### src/hdl/wdt_pkg.sv
/*
  Shared constants for the watchdog block: register indices and byte
  addresses, field positions, reset value, key codes, divider widths,
  reset-hold timing and the control state encoding.
  Assumes a 100 MHz pclk that also serves as the high-frequency clock.
*/
package wdt_pkg;

  // Register indices; byte address is four times the index
  localparam logic [7:0]  WDT_SETUP_IDX   = 8'h34;
  localparam logic [7:0]  WDT_KEY_IDX     = 8'h35;
  localparam logic [7:0]  WDT_STATUS_IDX  = 8'h36;
  localparam logic [11:0] WDT_SETUP_ADDR  = {2'h0, WDT_SETUP_IDX, 2'h0};
  localparam logic [11:0] WDT_KEY_ADDR    = {2'h0, WDT_KEY_IDX, 2'h0};
  localparam logic [11:0] WDT_STATUS_ADDR = {2'h0, WDT_STATUS_IDX, 2'h0};

  // Field positions of wdt_control_one
  localparam int unsigned WDT_BIT_ACTION   = 0;
  localparam int unsigned WDT_BIT_TIME_LO  = 1;
  localparam int unsigned WDT_BIT_TIME_HI  = 2;
  localparam int unsigned WDT_BIT_ENABLE   = 3;
  localparam int unsigned WDT_BIT_TRAP_ACT = 4;
  localparam int unsigned WDT_BIT_RAM_TRAP = 5;
  localparam logic [7:0]  WDT_SETUP_RESET  = 8'h39;

  // Field positions of the status word
  localparam int unsigned WDT_ST_RUNNING  = 0;
  localparam int unsigned WDT_ST_ACTION   = 1;
  localparam int unsigned WDT_ST_CNT_LO   = 2;
  localparam int unsigned WDT_ST_CNT_HI   = 3;
  localparam int unsigned WDT_ST_TRAP     = 4;
  localparam int unsigned WDT_ST_RSTHOLD  = 5;
  localparam int unsigned WDT_ST_TIME_LO  = 6;
  localparam int unsigned WDT_ST_TIME_HI  = 7;

  // Key codes for wdt_code_register
  localparam logic [7:0] WDT_CODE_CLEAR   = 8'h4E;
  localparam logic [7:0] WDT_CODE_DISABLE = 8'hB1;
  localparam logic [7:0] WDT_CODE_TRAP    = 8'hD2;

  // Divider widths give taps 2^(W-2k); the 2-bit counter adds 2^2
  localparam int unsigned WDT_HF_DIV_W = 23;
  localparam int unsigned WDT_LF_DIV_W = 15;
  localparam int unsigned WDT_CNT_W    = 2;
  localparam logic [1:0]  WDT_CNT_LAST = 2'h3;

  // Reset request hold: 24 high-frequency periods at most
  localparam int unsigned WDT_CLK_PERIOD_NS    = 10;
  localparam int unsigned WDT_RST_HOLD_PERIODS = 24;
  localparam int unsigned WDT_RST_HOLD_NS      =
    WDT_RST_HOLD_PERIODS * WDT_CLK_PERIOD_NS;
  localparam int unsigned WDT_RST_HOLD_CYC     =
    WDT_RST_HOLD_NS / WDT_CLK_PERIOD_NS;
  localparam logic [4:0]  WDT_RST_HOLD_LAST    =
    5'(WDT_RST_HOLD_CYC - 1);

  typedef enum logic [2:0] {
    WDT_S_OFF     = 3'h1,
    WDT_S_RUN     = 3'h2,
    WDT_S_RSTHOLD = 3'h4
  } wdt_state_e;

endpackage

### src/hdl/wdt_tick_if.sv
/*
  Carrier between the watchdog control logic and its prescaler:
  hold, low-frequency tick, tap selection and the resulting tap pulse.
  Assumes both ends run on pclk.
*/
`timescale 1ns/1ps
interface wdt_tick_if;
  logic       hold;
  logic       lf_tick;
  logic       use_low;
  logic [1:0] tap_sel;
  logic       tick;

  modport divider (input hold, input lf_tick, input use_low,
                   input tap_sel, output tick);
  modport ctrl    (output hold, output lf_tick, output use_low,
                   output tap_sel, input tick);
endinterface

### src/hdl/wdt_divider.sv
/*
  Free-running prescaler of the watchdog: one chain on pclk and one on
  the low-frequency tick, each with four taps two bits apart.
  Assumes lf_tick is a one-cycle pulse synchronous to pclk.
*/
`timescale 1ns/1ps
module wdt_divider #(
  parameter int unsigned HF_W = wdt_pkg::WDT_HF_DIV_W,
  parameter int unsigned LF_W = wdt_pkg::WDT_LF_DIV_W
) (
  input  wire logic   pclk,
  input  wire logic   presetn,
  wdt_tick_if.divider tb
);

  logic [HF_W-1:0] hf_q;
  logic [LF_W-1:0] lf_q;
  logic [3:0]      hf_wrap;
  logic [3:0]      lf_wrap;
  logic            hf_sel;
  logic            lf_sel;

  // Tap k wraps every 2^(W-2k) steps of its chain
  for (genvar k = 0; k < 4; k++) begin : g_tap
    assign hf_wrap[k] = &hf_q[HF_W-1-2*k:0];
    assign lf_wrap[k] = tb.lf_tick & (&lf_q[LF_W-1-2*k:0]);
  end

  assign hf_sel  = hf_wrap[tb.tap_sel];
  assign lf_sel  = lf_wrap[tb.tap_sel];
  assign tb.tick = ~tb.hold & (tb.use_low ? lf_sel : hf_sel);

  // Never cleared by the clear code, only by reset
  always_ff @(posedge pclk or negedge presetn) begin
    if (!presetn) begin
      hf_q <= '0;
      lf_q <= '0;
    end else begin
      if (!tb.hold) begin
        hf_q <= hf_q + 1'b1;
      end
      if (!tb.hold && tb.lf_tick) begin
        lf_q <= lf_q + 1'b1;
      end
    end
  end

endmodule // wdt_divider

### src/hdl/wdt_core.sv
/*
  Watchdog timer with key codes and address-trap area commit, reached
  over APB. Prescaler in wdt_divider, two-stage binary counter here.
  Assumes pclk is the high-frequency clock, low_freq_tick a one-cycle
  pulse per low-frequency period, and mode inputs synchronous to pclk.
*/
//
// Functional notes
// - Reset selects reset request; change once only
// - Action bit cannot return to one
// - Setup resets enabled, time 00, reset action
// - Overflow gives reset or interrupt per action
// - Counter holds in stop, idle, sleep
// - Clear code zeroes counter, not divider
// - Time code selects one of four taps
// - Setup register write-only, reads undefined
// - Decode clear, disable, trap codes; others ignored
// - Disable code acts only with enable bit low
// - Disabled watchdog holds counter at zero
// - Overflow interrupt ignores master interrupt flag
// - New overflow interrupt nests over running one
// - Interrupt action repeats on every overflow
// - Reset request lasts at most 24 periods
`timescale 1ns/1ps
module wdt_core #(
  parameter int unsigned HF_DIV_W = wdt_pkg::WDT_HF_DIV_W,
  parameter int unsigned LF_DIV_W = wdt_pkg::WDT_LF_DIV_W
) (
  input  wire logic        pclk,
  input  wire logic        presetn,
  input  wire logic        psel,
  input  wire logic        penable,
  input  wire logic        pwrite,
  input  wire logic [11:0] paddr,
  input  wire logic [31:0] pwdata,
  input  wire logic [3:0]  pstrb,
  output logic      [31:0] prdata,
  output logic             pready,
  output logic             pslverr,
  input  wire logic        low_freq_tick,
  input  wire logic        slow_mode,
  input  wire logic        low_power_hold,
  input  wire logic        divider_tap_select,
  output logic             watchdog_overflow_irq,
  output logic             wdt_reset_req,
  output logic             trap_ram_enable,
  output logic             trap_action_reset,
  output logic             wdt_running
);

  logic [7:0]                   setup_q;
  logic [7:0]                   setup_d;
  logic [wdt_pkg::WDT_CNT_W-1:0] cnt_q;
  logic [wdt_pkg::WDT_CNT_W-1:0] cnt_d;
  wdt_pkg::wdt_state_e          state_q;
  wdt_pkg::wdt_state_e          state_d;
  logic [4:0]                   hold_cnt_q;
  logic [4:0]                   hold_cnt_d;
  logic                         trap_armed_q;
  logic                         trap_armed_d;
  logic                         irq_q;
  logic                         rst_req_q;
  logic                         trap_act_q;
  logic                         running_q;
  logic [31:0]                  prdata_q;
  logic [31:0]                  prdata_d;
  logic                         pready_q;
  logic                         pslverr_q;

  wdt_tick_if tick_bus ();

  wdt_divider #(
    .HF_W (HF_DIV_W),
    .LF_W (LF_DIV_W)
  ) u_divider (
    .pclk    (pclk),
    .presetn (presetn),
    .tb      (tick_bus.divider)
  );

  // APB decode: one wait state, data and error land with pready
  wire access_phase = psel & penable & ~pready_q;
  wire commit       = psel & penable & pready_q;
  wire hit_setup    = (paddr == wdt_pkg::WDT_SETUP_ADDR);
  wire hit_key      = (paddr == wdt_pkg::WDT_KEY_ADDR);
  wire hit_status   = (paddr == wdt_pkg::WDT_STATUS_ADDR);
  wire addr_hit     = hit_setup | hit_key | hit_status;
  wire in_rsthold   = (state_q == wdt_pkg::WDT_S_RSTHOLD);
  wire is_running   = (state_q == wdt_pkg::WDT_S_RUN);

  // Writes are refused while the internal reset is being held
  wire wr_ok        = commit & pwrite & pstrb[0] & ~in_rsthold;
  wire wr_setup     = wr_ok & hit_setup;
  wire wr_key       = wr_ok & hit_key;
  wire [7:0] wbyte  = pwdata[7:0];

  wire code_clear   = wr_key & (wbyte == wdt_pkg::WDT_CODE_CLEAR);
  wire code_trap    = wr_key & (wbyte == wdt_pkg::WDT_CODE_TRAP);
  wire code_disable = wr_key & (wbyte == wdt_pkg::WDT_CODE_DISABLE)
                      & ~setup_q[wdt_pkg::WDT_BIT_ENABLE];

  // A one in the enable bit restarts a stopped watchdog
  wire enable_write = wr_setup & wbyte[wdt_pkg::WDT_BIT_ENABLE];

  wire action_reset = setup_q[wdt_pkg::WDT_BIT_ACTION];
  wire [1:0] time_sel =
    setup_q[wdt_pkg::WDT_BIT_TIME_HI:wdt_pkg::WDT_BIT_TIME_LO];

  // Prescaler hookup
  assign tick_bus.hold    = low_power_hold;
  assign tick_bus.lf_tick = low_freq_tick;
  assign tick_bus.use_low = divider_tap_select | slow_mode;
  assign tick_bus.tap_sel = time_sel;

  // Step only while running; a clear in the same cycle wins
  wire step      = is_running & tick_bus.tick & ~code_clear;
  wire overflow  = step & (cnt_q == wdt_pkg::WDT_CNT_LAST);
  wire hold_done = in_rsthold & (hold_cnt_q == wdt_pkg::WDT_RST_HOLD_LAST);

  // Setup register: action bit may only fall until the next reset
  always_comb begin
    setup_d = setup_q;
    if (hold_done) begin
      setup_d = wdt_pkg::WDT_SETUP_RESET;
    end else if (wr_setup) begin
      setup_d = wbyte;
      setup_d[wdt_pkg::WDT_BIT_ACTION] =
        setup_q[wdt_pkg::WDT_BIT_ACTION]
        & wbyte[wdt_pkg::WDT_BIT_ACTION];
    end
  end

  // Trap area is armed only by the trap code, from the setup bit
  always_comb begin
    trap_armed_d = trap_armed_q;
    if (hold_done) begin
      trap_armed_d = 1'b0;
    end else if (code_trap) begin
      trap_armed_d = setup_q[wdt_pkg::WDT_BIT_RAM_TRAP];
    end
  end

  // Control state
  always_comb begin
    state_d = state_q;
    case (state_q)
      wdt_pkg::WDT_S_RUN: begin
        if (overflow && action_reset) begin
          state_d = wdt_pkg::WDT_S_RSTHOLD;
        end else if (code_disable) begin
          state_d = wdt_pkg::WDT_S_OFF;
        end
      end
      wdt_pkg::WDT_S_OFF: begin
        if (enable_write) begin
          state_d = wdt_pkg::WDT_S_RUN;
        end
      end
      wdt_pkg::WDT_S_RSTHOLD: begin
        if (hold_done) begin
          state_d = wdt_pkg::WDT_S_RUN;
        end
      end
      default: begin
        state_d = wdt_pkg::WDT_S_RUN;
      end
    endcase
  end

  // Binary counter: zero when stopped, cleared, or after overflow
  always_comb begin
    cnt_d = cnt_q;
    if (!is_running || code_clear) begin
      cnt_d = '0;
    end else if (code_disable) begin
      cnt_d = '0;
    end else if (step) begin
      cnt_d = cnt_q + 1'b1;
    end
  end

  always_comb begin
    hold_cnt_d = '0;
    if (in_rsthold && !hold_done) begin
      hold_cnt_d = hold_cnt_q + 1'b1;
    end
  end

  // Read data: both control registers read as zero
  always_comb begin
    prdata_d = '0;
    if (hit_status && !pwrite) begin
      prdata_d[wdt_pkg::WDT_ST_RUNNING] = is_running;
      prdata_d[wdt_pkg::WDT_ST_ACTION]  = action_reset;
      prdata_d[wdt_pkg::WDT_ST_CNT_HI:wdt_pkg::WDT_ST_CNT_LO] = cnt_q;
      prdata_d[wdt_pkg::WDT_ST_TRAP]    = trap_armed_q;
      prdata_d[wdt_pkg::WDT_ST_RSTHOLD] = in_rsthold;
      prdata_d[wdt_pkg::WDT_ST_TIME_HI:wdt_pkg::WDT_ST_TIME_LO] = time_sel;
    end
  end

  always_ff @(posedge pclk or negedge presetn) begin
    if (!presetn) begin
      setup_q <= wdt_pkg::WDT_SETUP_RESET;
      state_q <= wdt_pkg::WDT_S_RUN;
    end else begin
      setup_q <= setup_d;
      state_q <= state_d;
    end
  end

  always_ff @(posedge pclk or negedge presetn) begin
    if (!presetn) begin
      cnt_q        <= '0;
      hold_cnt_q   <= '0;
      trap_armed_q <= 1'b0;
    end else begin
      cnt_q        <= cnt_d;
      hold_cnt_q   <= hold_cnt_d;
      trap_armed_q <= trap_armed_d;
    end
  end

  // Event outputs; the interrupt has no mask of any kind
  always_ff @(posedge pclk or negedge presetn) begin
    if (!presetn) begin
      irq_q      <= 1'b0;
      rst_req_q  <= 1'b0;
      trap_act_q <= 1'b1;
      running_q  <= 1'b1;
    end else begin
      irq_q      <= overflow & ~action_reset;
      rst_req_q  <= (state_d == wdt_pkg::WDT_S_RSTHOLD);
      trap_act_q <= setup_d[wdt_pkg::WDT_BIT_TRAP_ACT];
      // Low-power hold freezes counting, so it also clears this flag
      running_q  <= (state_d == wdt_pkg::WDT_S_RUN) & ~low_power_hold;
    end
  end

  always_ff @(posedge pclk or negedge presetn) begin
    if (!presetn) begin
      prdata_q  <= '0;
      pready_q  <= 1'b0;
      pslverr_q <= 1'b0;
    end else begin
      prdata_q  <= access_phase ? prdata_d : prdata_q;
      pready_q  <= access_phase;
      pslverr_q <= access_phase & ~addr_hit;
    end
  end

  assign prdata                = prdata_q;
  assign pready                = pready_q;
  assign pslverr               = pslverr_q;
  assign watchdog_overflow_irq = irq_q;
  assign wdt_reset_req         = rst_req_q;
  assign trap_ram_enable       = trap_armed_q;
  assign trap_action_reset     = trap_act_q;
  assign wdt_running           = running_q;

endmodule // wdt_core

### config.mk
export PLATFORM = sky130hd
export DESIGN_NAME = wdt_core
export DESIGN_NICKNAME = d
export VERILOG_FILES = /design/src/hdl/wdt_pkg.sv /design/src/hdl/wdt_tick_if.sv /design/src/hdl/wdt_divider.sv /design/src/hdl/wdt_core.sv
export SDC_FILE = /design/constraint.sdc
export NUM_CORES = 1
export LEC_CHECK = 0
export BUFFER_PORTS_ARGS = -buffer_cell sky130_fd_sc_hd__buf_4
export CAP_MARGIN = 0
export CELL_PAD_IN_SITES_DETAIL_PLACEMENT = 0
export CELL_PAD_IN_SITES_GLOBAL_PLACEMENT = 1
export CORE_MARGIN = 2
export CORE_UTILIZATION = 32
export CTS_CLUSTER_SIZE = 8
export DETAILED_ROUTE_END_ITERATION = 7
export GPL_ROUTABILITY_DRIVEN = 0
export HOLD_SLACK_MARGIN = 0.06
export PLACE_DENSITY_LB_ADDON = 0.1
export SLEW_MARGIN = 20
export SYNTH_ARGS = -nofsm -noshare
export SYNTH_HDL_FRONTEND = slang
export SYNTH_HIERARCHICAL = 1
export SYNTH_SLANG_ARGS = --single-unit
### constraint.sdc
create_clock -name pclk -period 6.1 [get_ports pclk]
set_input_delay 0.305 -clock pclk [delete_from_list [all_inputs] [get_ports pclk]]
set_output_delay 0.305 -clock pclk [all_outputs]
set_load 0.005 [all_outputs]
### After elaboration in Yosys (flattened, before gate mapping)

Cells that the tools add are included.

| cells by class | value |
|---|---|
| reduce and logical (&&, ||, !) cells | 20 |
| magnitude comparators | 1 |
| bitwise operators | 36 |
| add/sub/neg operators | 4 |
| muxes and demuxes | 19 |
| equal/unequal tests | 13 |

Operators with widths:

| kind | count |
|---|---|
| equality test 12 x 8 -> 1 bit, second input constant | 3 |
| bitwise AND 1 bit | 26 |
| adder 23 x 1 -> 23 bit, second input constant | 1 |
| AND reduction 23 bit | 1 |
| AND reduction 21 bit | 1 |
| AND reduction 19 bit | 1 |
| AND reduction 17 bit | 1 |
| equality test 8 bit, second input constant | 2 |
| adder 15 x 1 -> 15 bit, second input constant | 1 |
| AND reduction 15 bit | 1 |
| AND reduction 13 bit | 1 |
| two-way mux 3 bit | 4 |
| two-way mux 6 bit | 2 |
| AND reduction 11 bit | 1 |
| case mux 3 bit (3 select lines) | 1 |
| AND reduction 9 bit | 1 |
| equality test 8 x 7 -> 1 bit, second input constant | 1 |
| two-way mux 8 bit | 1 |
| inverter 1 bit | 7 |
| equality test 3 x 2 -> 1 bit, second input constant | 2 |
| equality test 3 bit, second input constant | 2 |
| two-way mux 2 bit | 3 |
| adder 5 x 1 -> 5 bit, second input constant | 1 |
| equality test 5 bit, second input constant | 1 |
| other kinds (13) | 27 |

| storage, ports and cells | value |
|---|---|
| output and inout bits | 39 |
| bits in registers | 68 |

### Longest topological paths before layout

Gate-level depths: netlist (run 1).

| logic depth | value |
|---|---|
| depth after elaboration | 15 |
| depth in mapped cells | 11 |

### Cells and area by module

Netlist (run 1), hierarchy kept.

Modules (own cells, without submodules):

| module | area an instance (um^2) | instances | cells each |
|---|---|---|---|
| wdt_divider | 1,773.0 | 1 | 160 |
| wdt_core | 1,699.1 | 1 | 158 |

### Least setup slack after synthesis (run 1)

Ideal clock, no wire load.

| timing path | value |
|---|---|
| kind | register to register |
| from | register u_divider.hf_q[3] |
| to | register state_q[0] |
| data required time | 5,977 ps |
| buffers on the path | 0 |
| clock period less this slack | 2,190 ps |
| arrival time | 2,067 ps |
| stages on the path, launching flop included | 11 |
| path slack | 3,910 ps |
| setup time | 123 ps |
| cells stage by stage | dfrtp_1 > nand4_2 > or4_4 > nor2_1 > ha_1 > o22ai_1 > a21oi_1 > o22a_1 > nand4_1 > a21oi_2 > o31ai_2 |

| on the way | value |
|---|---|
| word-level cells in the longest chain between the ends | 11 |
| elaborated cells on any way between the ends | 14 |

Ends and longest elaborated chain:

| item | RTL line | source |
|---|---|---|
| start: declaration | wdt_divider.sv:16 | `logic [HF_W-1:0] hf_q;` |
| start signal: assignment | wdt_divider.sv:40 | `hf_q <= hf_q + 1'b1;` |
| AND reduction 23 bit (tied with other cells) | wdt_divider.sv:25 | `assign hf_wrap[k] = &hf_q[HF_W-1-2*k:0];` |
| binary-select mux 1 bit (select 2 bit) * | wdt_divider.sv:29 | `assign hf_sel = hf_wrap[tb.tap_sel];` |
| two-way mux 1 bit (not written as such) * | wdt_divider.sv:29 |  |
| two-way mux 1 bit * | wdt_divider.sv:31 | `assign tb.tick = ~tb.hold & (tb.use_low ? lf_sel : hf_sel);` |
| bitwise AND 1 bit * | wdt_divider.sv:31 |  |
| named net tick_bus.tick | wdt_tick_if.sv:12 | `logic tick;` |
| bitwise AND 1 bit * (2 in series) | wdt_core.sv:116 | `wire step = is_running & tick_bus.tick & ~code_clear;` |
| bitwise AND 1 bit * | wdt_core.sv:117 | `wire overflow = step & (cnt_q == wdt_pkg::WDT_CNT_LAST);` |
| logical AND 1 bit * | wdt_core.sv:148 | `if (overflow && action_reset) begin` |
| two-way mux 3 bit * | wdt_core.sv:148 |  |
| case mux 3 bit (3 select lines) * | wdt_core.sv:146 | `case (state_q)` |
| named net state_d[0] | wdt_core.sv:56 | `wdt_pkg::wdt_state_e state_d;` |
| end signal: assignment | wdt_core.sv:205 | `state_q <= wdt_pkg::WDT_S_RUN;` |
| end signal: assignment | wdt_core.sv:208 | `state_q <= state_d;` |
| end: declaration | wdt_core.sv:55 | `wdt_pkg::wdt_state_e state_q;` |

Mark *: on every way through the listed nets, which the timed path passes. The rest lies on a longest branch. The select of a mux whose other input is x is not followed.
A chain may end at the register's enable or synchronous reset.

### Worst setup path after layout (run 1)

Ends and elaborated chain as after synthesis.

==> flow_metrics.tcl, run 1 <==
set metrics [dict create \
    die-area_um2 11700 \
    worstSetupPathType "register to register" \
    p_seq_frac 0.506 \
    cts_tree "built" \
    hold_buffers 0 \
    endpoint_kind "register" \
    cts_resized 0 \
    reg2reg_slack_ps 3590 \
    slowest_stage "or4_4" \
    p_comb_frac 0.119 \
    p_leak_nw 1.88 \
    yosysSeqAreaShare 0.492 \
    core_area_um2 10700 \
    grt_max_degree 69 \
    p_switching_w 0.000284 \
    pwr-share-clk 0.375 \
    postSynthAreaPerCell_um2 10.9 \
    fillers 1076 \
    synth-compound-area-share 0.0663 \
    powerDensity_nw_per_um2 267 \
    rsz0062_at_grt "no" \
    netlist_instances 318 \
    place_ws_ps 3500 \
    hold_viol 0 \
    swShare 0.260 \
    final_common_cell "dfrtp_1" \
    relSlewSlack 0.423 \
    track_usage 0.134 \
    clock_path_buffers 2 \
    maxCapViolCount 0 \
    outcome "finished clean" \
    post-route-period-util 0.412 \
    cts_buffers 9 \
    finalSetupViolCount 0 \
    dp_hpwl_um 5100 \
    cts_root_buf "clkbuf_8" \
    antenna_left 0 \
    ios 96 \
    drive_gt1_frac 0.239 \
    htreeDepth 3 \
    chipHeight_um 108 \
    holdWs_ps 52.8 \
    synth_fa_ha_area_frac 0.0216 \
    nets 431 \
    regToRegStartpoint "u_divider/hf_q[3]" \
    via_per_inst 4.61 \
    slew_violations 0 \
    portBuffers 44 \
    clk_pin_slew_ps 70 \
    setup_tns_ps 0 \
    finalPower_w 0.00109 \
    synth_area_leaders "dfrtp_1 (45%), xnor2_1 (6.3%), buf_4 (5.2%)" \
    drc 0 \
    synthDistinctLibCells 57 \
    max-vdd-ir-drop_v 0.000111 \
    yosys_warnings 6 \
    overflow 0 \
    netlist.area_leader.share 0.447 \
    cts_setup_buffers 0 \
    final_cell_mix "dfrtp_1 (62), buf_4 (44), nand2_1 (34)" \
    setup_ws_ps 3590 \
    grt_pass1_wl_um 11900 \
    intPower_w 0.000808 \
    route.vias.total 2363 \
    clock_skew_ps 7.55 \
    cpPeakStageDelay_ps 530 \
    cts_sinks 68 \
    ys_ff_latch 68 \
    areaGrowthSynthToFinish_pct 17.6 \
    rr_worst_depth 10 \
    crit_path_cell_trace "nand4_2 > or4_4 > nor2_1 > ha_1 > o22ai_1 > a21oi_1 > o22a_1 > nand4_1 > a21oi_2 > o31ai_2" \
    critical_path_arrival_ps 2760 \
    yosys.area_share.xor_xnor 0.0933 \
    grt_pass1_vias 2447 \
    cp_max_fo 5 \
    synth.area.mux_share 0.0187 \
    syn-cell-area_um2 3470 \
    yosys.area.top_type "dfrtp_1" \
    synth_top_family_by_area "simple AND/OR/NAND/NOR gates" \
    fmax_mhz 398 \
    crit_path_start_kind "register" \
    worst_slew_pin_slew_ps 866 \
    antenna_cells 0 \
    initial_utilization 0.325 \
    reg2reg_to "state_q[0]" \
    drt-total-wl_um 6920 \
    insertion_delay_ps 360 \
    hp-class "input pin to asynchronous set/reset pin" \
    die_w_um 108 \
    fin_crit_ps 2510 \
    crit_required_ps 6340 \
    antenna_found_initial 0 \
    synth-simple-area-share 0.246 \
    firstDrtPassIters 4 \
    drt-initial-drc-count 95 \
    num_rows 38 \
    wl_per_cell_um 13.5 \
]
-- sequential cells by signal, indices dropped and copies added, names as in the netlist, 2 cells and up --
| name | count |
|---|---|
| setup_q | 6 |
| cnt_q | 2 |
| state_q | 3 |
| hold_cnt_q | 5 |
| u_divider/lf_q | 15 |
| u_divider/hf_q | 23 |
| prdata | 8 |
-- synth_stat cells, drive strengths merged --
library cell,instances
dfrtp,62
nand2,35
nor2,28
buf,26
xnor2,25
nand3,13
nand4,13
xor2,12
a22o,8
o21ai,8
and3,7
a21oi,6
dfstp,6
ha,6
nor3,6
nor4,6
nand2b,5
mux2,4
and4,3
inv,3
nand4b,3
a211oi,2
and2,2
clkbuf,2
mux2i,2
nand3b,2
nand4bb,2
nor3b,2
nor4b,2
o22a,2
or2,2
or3b,2
a211o,1
a41oi,1
and2b,1
conb,1
nor2b,1
o211a,1
o211ai,1
o22ai,1
o31ai,1
or4,1
or4b,1
-- critical path: cells and delay by family (launching register included) --
family / cells / cell delay, ps
flops: 1 / 440
compound gates: 5 / 810
simple gates: 4 / 970
fa+ha+maj: 1 / 170
-- kinds of logic after synthesis --
family | Yosys count
AOI/OAI and AO/OA | 32
DFF | 68
muxes | 6
adders and majority gates | 6
and+or+nand+nor | 137
other | 1
xor gates and xnor gates | 37
buffers and inverters | 31
-- metal layers --
layer / up-vias / GRT usage / part of all wire
li1: 1173 / - / -
met1: 1129 / 0.167 / 0.47
met2: 50 / 0.212 / 0.46
met3: 11 / 0.0452 / 0.047
met4: 0 / 0.0577 / 0.019
met5: - / 0 / 0
-- through the flow --
step | util | cell area, um^2 | std cells
finish | 0.382 | 4080 | 513
floorplan | - | 3560 | 341
global placement | 0.361 | 3870 | 497
global route | 0.382 | 4080 | 513
detailed placement | 0.361 | 3870 | 497
CTS | 0.382 | 4080 | 513
-- layout make-up --
class / count / area, um^2 / share of cell area
timing repair buffer: 44 / 330 / 0.0809
tap: 140 / 175 / 0.0429
sequential: 68 / 1710 / 0.419
multi-input combinational: 242 / 1640 / 0.402
clock inverter: 5 / 75.1 / 0.0184
clock buffer: 11 / 141 / 0.0346
inverter: 3 / 11.3 / 0.00276
-- power by group through the flow --
stage               combinational (W)  sequential (W)  clock, W
floorplan                   0.0000996        0.000549         0
global placement             0.000129        0.000558         0
detailed placement           0.000132        0.000560         0
CTS                          0.000132        0.000552  0.000428
global route                 0.000151        0.000559  0.000451
finish                       0.000130        0.000552  0.000410
-- how the worst max path moves through the flow --
| stage | from | to | slack, ps | depth (start not counted) |
|---|---|---|---|---|
| floorplan | u_divider/hf_q[3] | state_q[0] | 3910 | 10 |
| global placement | low_power_hold | state_q[0] | 3470 | 9 |
| detailed placement | low_power_hold | state_q[0] | 3500 | 9 |
| CTS | u_divider/hf_q[7] | state_q[0] | 3540 | 10 |
| global route | u_divider/hf_q[7] | state_q[0] | 3320 | 10 |
| finish | u_divider/hf_q[3] | state_q[0] | 3590 | 10 |
(Power assumes the default switching activity.)
==> run 2: changes to the inputs <==
Clock period 6.1 ns to 2.5 ns, I/O delays scaled along.
==> run 2 against run 1 <==
Compared with the run above: clock power grew 150%; cell count rose by 3.3%; register-to-register slack worse by 3400 ps; setup slack worse by 3400 ps.
==> flow_metrics.tcl, run 2 (synthesized netlist as in run 1, its figures left out) <==
set metrics [dict create \
    worst_slew_pin_slew_ps 887 \
    rr_worst_depth 10 \
    cts_tree "built" \
    clock_skew_ps 7.63 \
    wl_per_cell_um 13.6 \
    relSlewSlack 0.409 \
    powerDensity_nw_per_um2 639 \
    maxCapViolCount 0 \
    top_register "u_divider/hf_q" \
    cpPeakStageDelay_ps 550 \
    htreeDepth 3 \
    portBuffers 44 \
    fin_crit_ps 2290 \
    path_delay_family "simple AND/OR/NAND/NOR gates" \
    crit_buf_inv 1 \
    die_w_um 108 \
    slowest_stage "or4_4" \
    firstDrtPassIters 3 \
    path_depth 10 \
    insertion_delay_ps 360 \
    overflow 0 \
    areaGrowthSynthToFinish_pct 22.1 \
    initial_utilization 0.325 \
    dpl_cell_area_um2 3930 \
    crit_path_cell_trace "nand2_1 > or4_4 > nor2_1 > ha_1 > o22ai_1 > a21oi_1 > o22a_1 > buf_4 > nand3_1 > a211oi_1" \
    post-route-period-util 0.918 \
    final_common_cell "dfrtp_1" \
    grt_pass1_vias 2453 \
    cp_max_fo 4 \
    outcome "finished clean" \
    hold_depth 4 \
    finalSetupViolCount 0 \
    hold_viol 0 \
    drt-total-wl_um 7210 \
    final_cell_mix "dfrtp_1 (61), buf_4 (55), nand2_1 (34)" \
    drt-initial-drc-count 40 \
    max-vdd-ir-drop_v 0.000271 \
    grt_max_degree 69 \
    num_rows 38 \
    chipHeight_um 108 \
    antenna_cells 0 \
    clock_path_buffers 2 \
    cts_buffers 9 \
    largest_reg_flops 23 \
    die-area_um2 11700 \
    ios 96 \
    antenna_left 0 \
    drive_gt1_frac 0.262 \
    crit_path_start_kind "register" \
    route.vias.total 2424 \
    via_per_inst 4.57 \
    critical_path_arrival_ps 2550 \
    fin_area_um2 4240 \
    drc 0 \
    track_usage 0.137 \
    cts_root_buf "clkbuf_8" \
    antenna_found_initial 0 \
    worstSetupPathType "register to register" \
    slew_violations 0 \
    fmax_mhz 436 \
    p_leak_nw 1.96 \
    clk_pin_slew_ps 70 \
    endpoint_kind "register" \
    cts_sinks 68 \
    dp_hpwl_um 5240 \
    grt_pass1_wl_um 12200 \
    stdcell_count 530 \
    crit_required_ps 2760 \
    nets 448 \
    placed_cells 505 \
    core_area_um2 10700 \
    hp-class "input pin to register" \
]
run 2: power breakdown:
part	switching [W]	internal, W
logic	0.000159	0.000194
registers	0.000120	0.00122
clock network	0.000425	0.000584
run 2: per-layer routing:
metal	vias up	routed length [um]	global-route usage
met5	-	0	0
met1	1158	3410	0.174
met3	13	270	0.0350
met2	46	3350	0.213
li1	1207	-	-
met4	0	186	0.0769
run 2: worst paths after layout:
check | start | end | slack, ps
setup / recovery | u_divider/hf_q[10] | watchdog_overflow_irq | 210
hold / removal | paddr[2] | setup_q[5] | 110
setup reg to reg | u_divider/hf_q[10] | watchdog_overflow_irq | 210
hold reg to reg | u_divider/lf_q[5] | u_divider/lf_q[5] | 470
max in group asynchronous | presetn | u_divider/hf_q[3] | 1440
min in group asynchronous | presetn | u_divider/lf_q[5] | 410
run 2: through the flow:
stage / power [W] / util / TNS (ps) / hold WS, ps / setup slack (ps)
global route: 0.00287 / 0.396 / -0.690 / 127 / -0.690
global placement: 0.00169 / 0.367 / 0 / 312 / 115
floorplan: 0.00158 / - / 0 / -171 / 310
detailed placement: 0.00170 / 0.367 / 0 / 315 / 110
CTS: 0.00273 / 0.393 / 0 / 96.5 / 86.3
finish: 0.00271 / 0.396 / 0 / 110 / 206
run 2: cell type report:
| class | count | area (um^2) |
|---|---|---|
| Sequential cell | 68 | 1710 |
| Clock inverter | 5 | 75.1 |
| Inverter | 3 | 11.3 |
| Clock buffer | 11 | 141 |
| Fill cell | 1085 | 6460 |
| Timing Repair Buffer | 61 | 473 |
| Multi-Input combinational cell | 242 | 1650 |
| Tap cell | 140 | 175 |
run 2: what timing repair did:
| item | 4_1_cts | 5_1_grt |
|---|---|---|
| setup endpoints to repair | 0 | 6 |
| hold buffers | 6 | 0 |
| endpoints found under the hold margin | 67 | 0 |
| gates resized for setup | 0 | 3 |
| setup buffers | 0 | 3 |
run 2: tightest hold or removal path, stage by stage:
cell	delay, ps
buf_4	130
nor4_2	80
nand2_1	60
o21ai_0	70
==> run 3: changes to the inputs <==
Settings changed: ABC_AREA from default to 1, CTS_CLUSTER_DIAMETER from default to 150, GPL_TIMING_DRIVEN from default to 0.
==> run 3 against run 2 <==
Compared with the run above: non-clock buffer count rose by 23; total power increased by 28%; wire length increased by 16%; area after synthesis is 12% higher; clock-buffer cell count down 1; global-route usage increased by 0.60 points; clock power increased by 47%; utilization grew 2.3 points; sequential power about the same.
==> flow_metrics.tcl, run 3 <==
set metrics [dict create \
    outcome "finished clean" \
    postSynthAreaPerCell_um2 8.45 \
    htreeDepth 3 \
    pwr-share-clk 0.428 \
    p_seq_frac 0.395 \
    crit_path_start_kind "register" \
    synth.area.mux_share 0.00258 \
    drt-initial-drc-count 117 \
    p_comb_frac 0.177 \
    synth-compound-area-share 0.0513 \
    wl_per_cell_um 11.9 \
    nets 613 \
    die-area_um2 13000 \
    synth_top_family_by_area "simple AND/OR/NAND/NOR gates" \
    final_cell_mix "nand2_1 (100), buf_4 (73), dfrtp_1 (61)" \
    post-route-period-util 0.913 \
    antenna_cells 0 \
    path_delay_family "simple AND/OR/NAND/NOR gates" \
    slowest_stage "dfrtp_2" \
    slew_violations 0 \
    crit_required_ps 2730 \
    via_per_inst 4.38 \
    yosys.area_share.xor_xnor 0.0677 \
    final_common_cell "nand2_1" \
    synthFlopType "dfrtp_1" \
    grt_pass1_wl_um 14700 \
    crit_path_cell_trace "ha_4 > nand2_2 > nor2_1 > nand2_1 > nor4_2 > ha_2 > nand2_1 > o211ai_1 > nand2_1 > inv_1 > nand2_1 > nand2_1 > nand2_1 > inv_2 > nand2_2 > nor2_4 > nand3_4 > nand4_1 > nand2_1" \
    powerDensity_nw_per_um2 693 \
    insertion_delay_ps 340 \
    netlist.area_leader.share 0.400 \
    drive_gt1_frac 0.276 \
    num_rows 40 \
    ys_ff_latch 68 \
    largest_reg_flops 23 \
    seq_area_um2 1710 \
    areaGrowthSynthToFinish_pct 28.9 \
    hp-class "input pin to register" \
    stdcell_count 702 \
    top_register "u_divider/hf_q" \
    cts_tree "built" \
    worstSetupPathType "register to register" \
    firstDrtPassIters 4 \
    crit_buf_inv 2 \
    synthDistinctLibCells 39 \
    track_usage 0.143 \
    place_ws_ps 15.8 \
    clock_path_buffers 2 \
    hold_viol 0 \
    overflow 0 \
    dp_hpwl_um 6130 \
    p_switching_w 0.000943 \
    fin_crit_ps 2280 \
    endpoint_kind "register" \
    holdWs_ps 142 \
    yosysMostFrequentCell "nand2_1" \
    initial_utilization 0.326 \
    antenna_found_initial 0 \
    cpMostUsedCell "nand2_1" \
    cp_max_fo 4 \
    clock_skew_ps 6.84 \
    max-vdd-ir-drop_v 0.000339 \
    cts_sinks 68 \
    swShare 0.272 \
    maxCapViolCount 0 \
    synth-edff-count 0 \
    synth_fa_ha_area_frac 0.0194 \
    portBuffers 44 \
    yosys-top-cells-count "nand2_1 (103), dfrtp_1 (62), inv_1 (58)" \
    synth_area_leaders "dfrtp_1 (40%), nand2_1 (10%), inv_1 (5.6%)" \
    rsz0062_at_grt "yes" \
    route.vias.total 3072 \
    placed_cells 673 \
    multi_input_comb_area_um2 1850 \
    fmax_mhz 438 \
    yosysSeqAreaShare 0.441 \
    clk_pin_slew_ps 60 \
    intPower_w 0.00252 \
    p_leak_nw 2.59 \
    worst_slew_pin_slew_ps 894 \
    ios 96 \
    synth-simple-area-share 0.300 \
    drc 0 \
    netlist_instances 459 \
    fillers 1229 \
    grt_pass1_vias 3093 \
    cpPeakStageDelay_ps 410 \
    async_reset_ff_frac 1.00 \
    setup_ws_ps 218 \
    finalPower_w 0.00346 \
    cts_buffers 9 \
    chipHeight_um 114 \
    grt_max_degree 69 \
    drt-total-wl_um 8360 \
    relSlewSlack 0.404 \
    finalSetupViolCount 0 \
    syn-cell-area_um2 3880 \
    yosys.area.top_type "dfrtp_1" \
    cts_root_buf "clkbuf_16" \
    die_w_um 114 \
    yosys_warnings 6 \
    antenna_left 0 \
    critical_path_arrival_ps 2510 \
    core_area_um2 11900 \
]
run 3: area by class of cell:
class | instances | share of cell area
sequential | 68 | 0.342
clock buffer | 10 | 0.0478
multi-input combinational | 321 | 0.370
timing repair buffer | 57 | 0.0899
tap | 147 | 0.0368
inverter | 66 | 0.0496
buffer | 27 | 0.0416
clock inverter | 6 | 0.0223
run 3: routing by layer:
metal,share of wire,global-route usage
met1,0.47,0.183
met2,0.47,0.233
met3,0.040,0.0265
met4,0.019,0.0707
met5,0,0
run 3: path summary, 6_finish.rpt:
kind | slack, ps | end | startpoint | cells after the start
max in group asynchronous | 1420 | u_divider/hf_q[0] | presetn | 2
min reg2reg | 460 | hold_cnt_q[0] | hold_cnt_q[0] | 1
min | 140 | state_q[1] | pwdata[3] | 5
min in group asynchronous | 470 | u_divider/hf_q[7] | presetn | 2
max reg2reg | 220 | state_q[0] | u_divider/hf_q[0] | 19
max | 220 | state_q[0] | u_divider/hf_q[0] | 19
run 3: cell families (layout without fill, tap and decap cells):
family,Yosys count,in the layout
compound gates,35,35
buf+inv,93,166
simple gates,225,225
xor+xnor,30,30
fa+ha+maj,6,6
flops,68,68
other cells,1,24
mux,1,1
run 3: metrics by stage:
| step | cell area, um^2 | util | setup TNS, ps |
|---|---|---|---|
| finish | 5000 | 0.420 | 0 |
| CTS | 4910 | 0.412 | 0 |
| global placement | 4480 | 0.376 | 0 |
| detailed placement | 4480 | 0.376 | 0 |
| global route | 5000 | 0.420 | -63.6 |
| floorplan | 3970 | - | 0 |
run 3: power by group through the flow:
stage	Combinational [W]	Clock [W]	Sequential [W]
after detailed placement	0.000540	0	0.00138
after global routing	0.000704	0.00158	0.00139
after CTS	0.000559	0.00153	0.00137
final	0.000612	0.00148	0.00137
after global placement	0.000533	0	0.00138
after floorplan	0.000392	0	0.00136
run 3: repair_timing:
item	CTS	global route
resized for setup	1	14
endpoints found under the setup margin	1	7
hold buffers	7	0
endpoints found under the hold margin	71	0
pin swaps	0	11
setup buffers	0	6
run 3: tightest hold or removal path, cell delays in order:
cell,delay [ps]
buf_4,130
nand3_2,70
nand2_2,40
inv_2,50
nand2_1,50
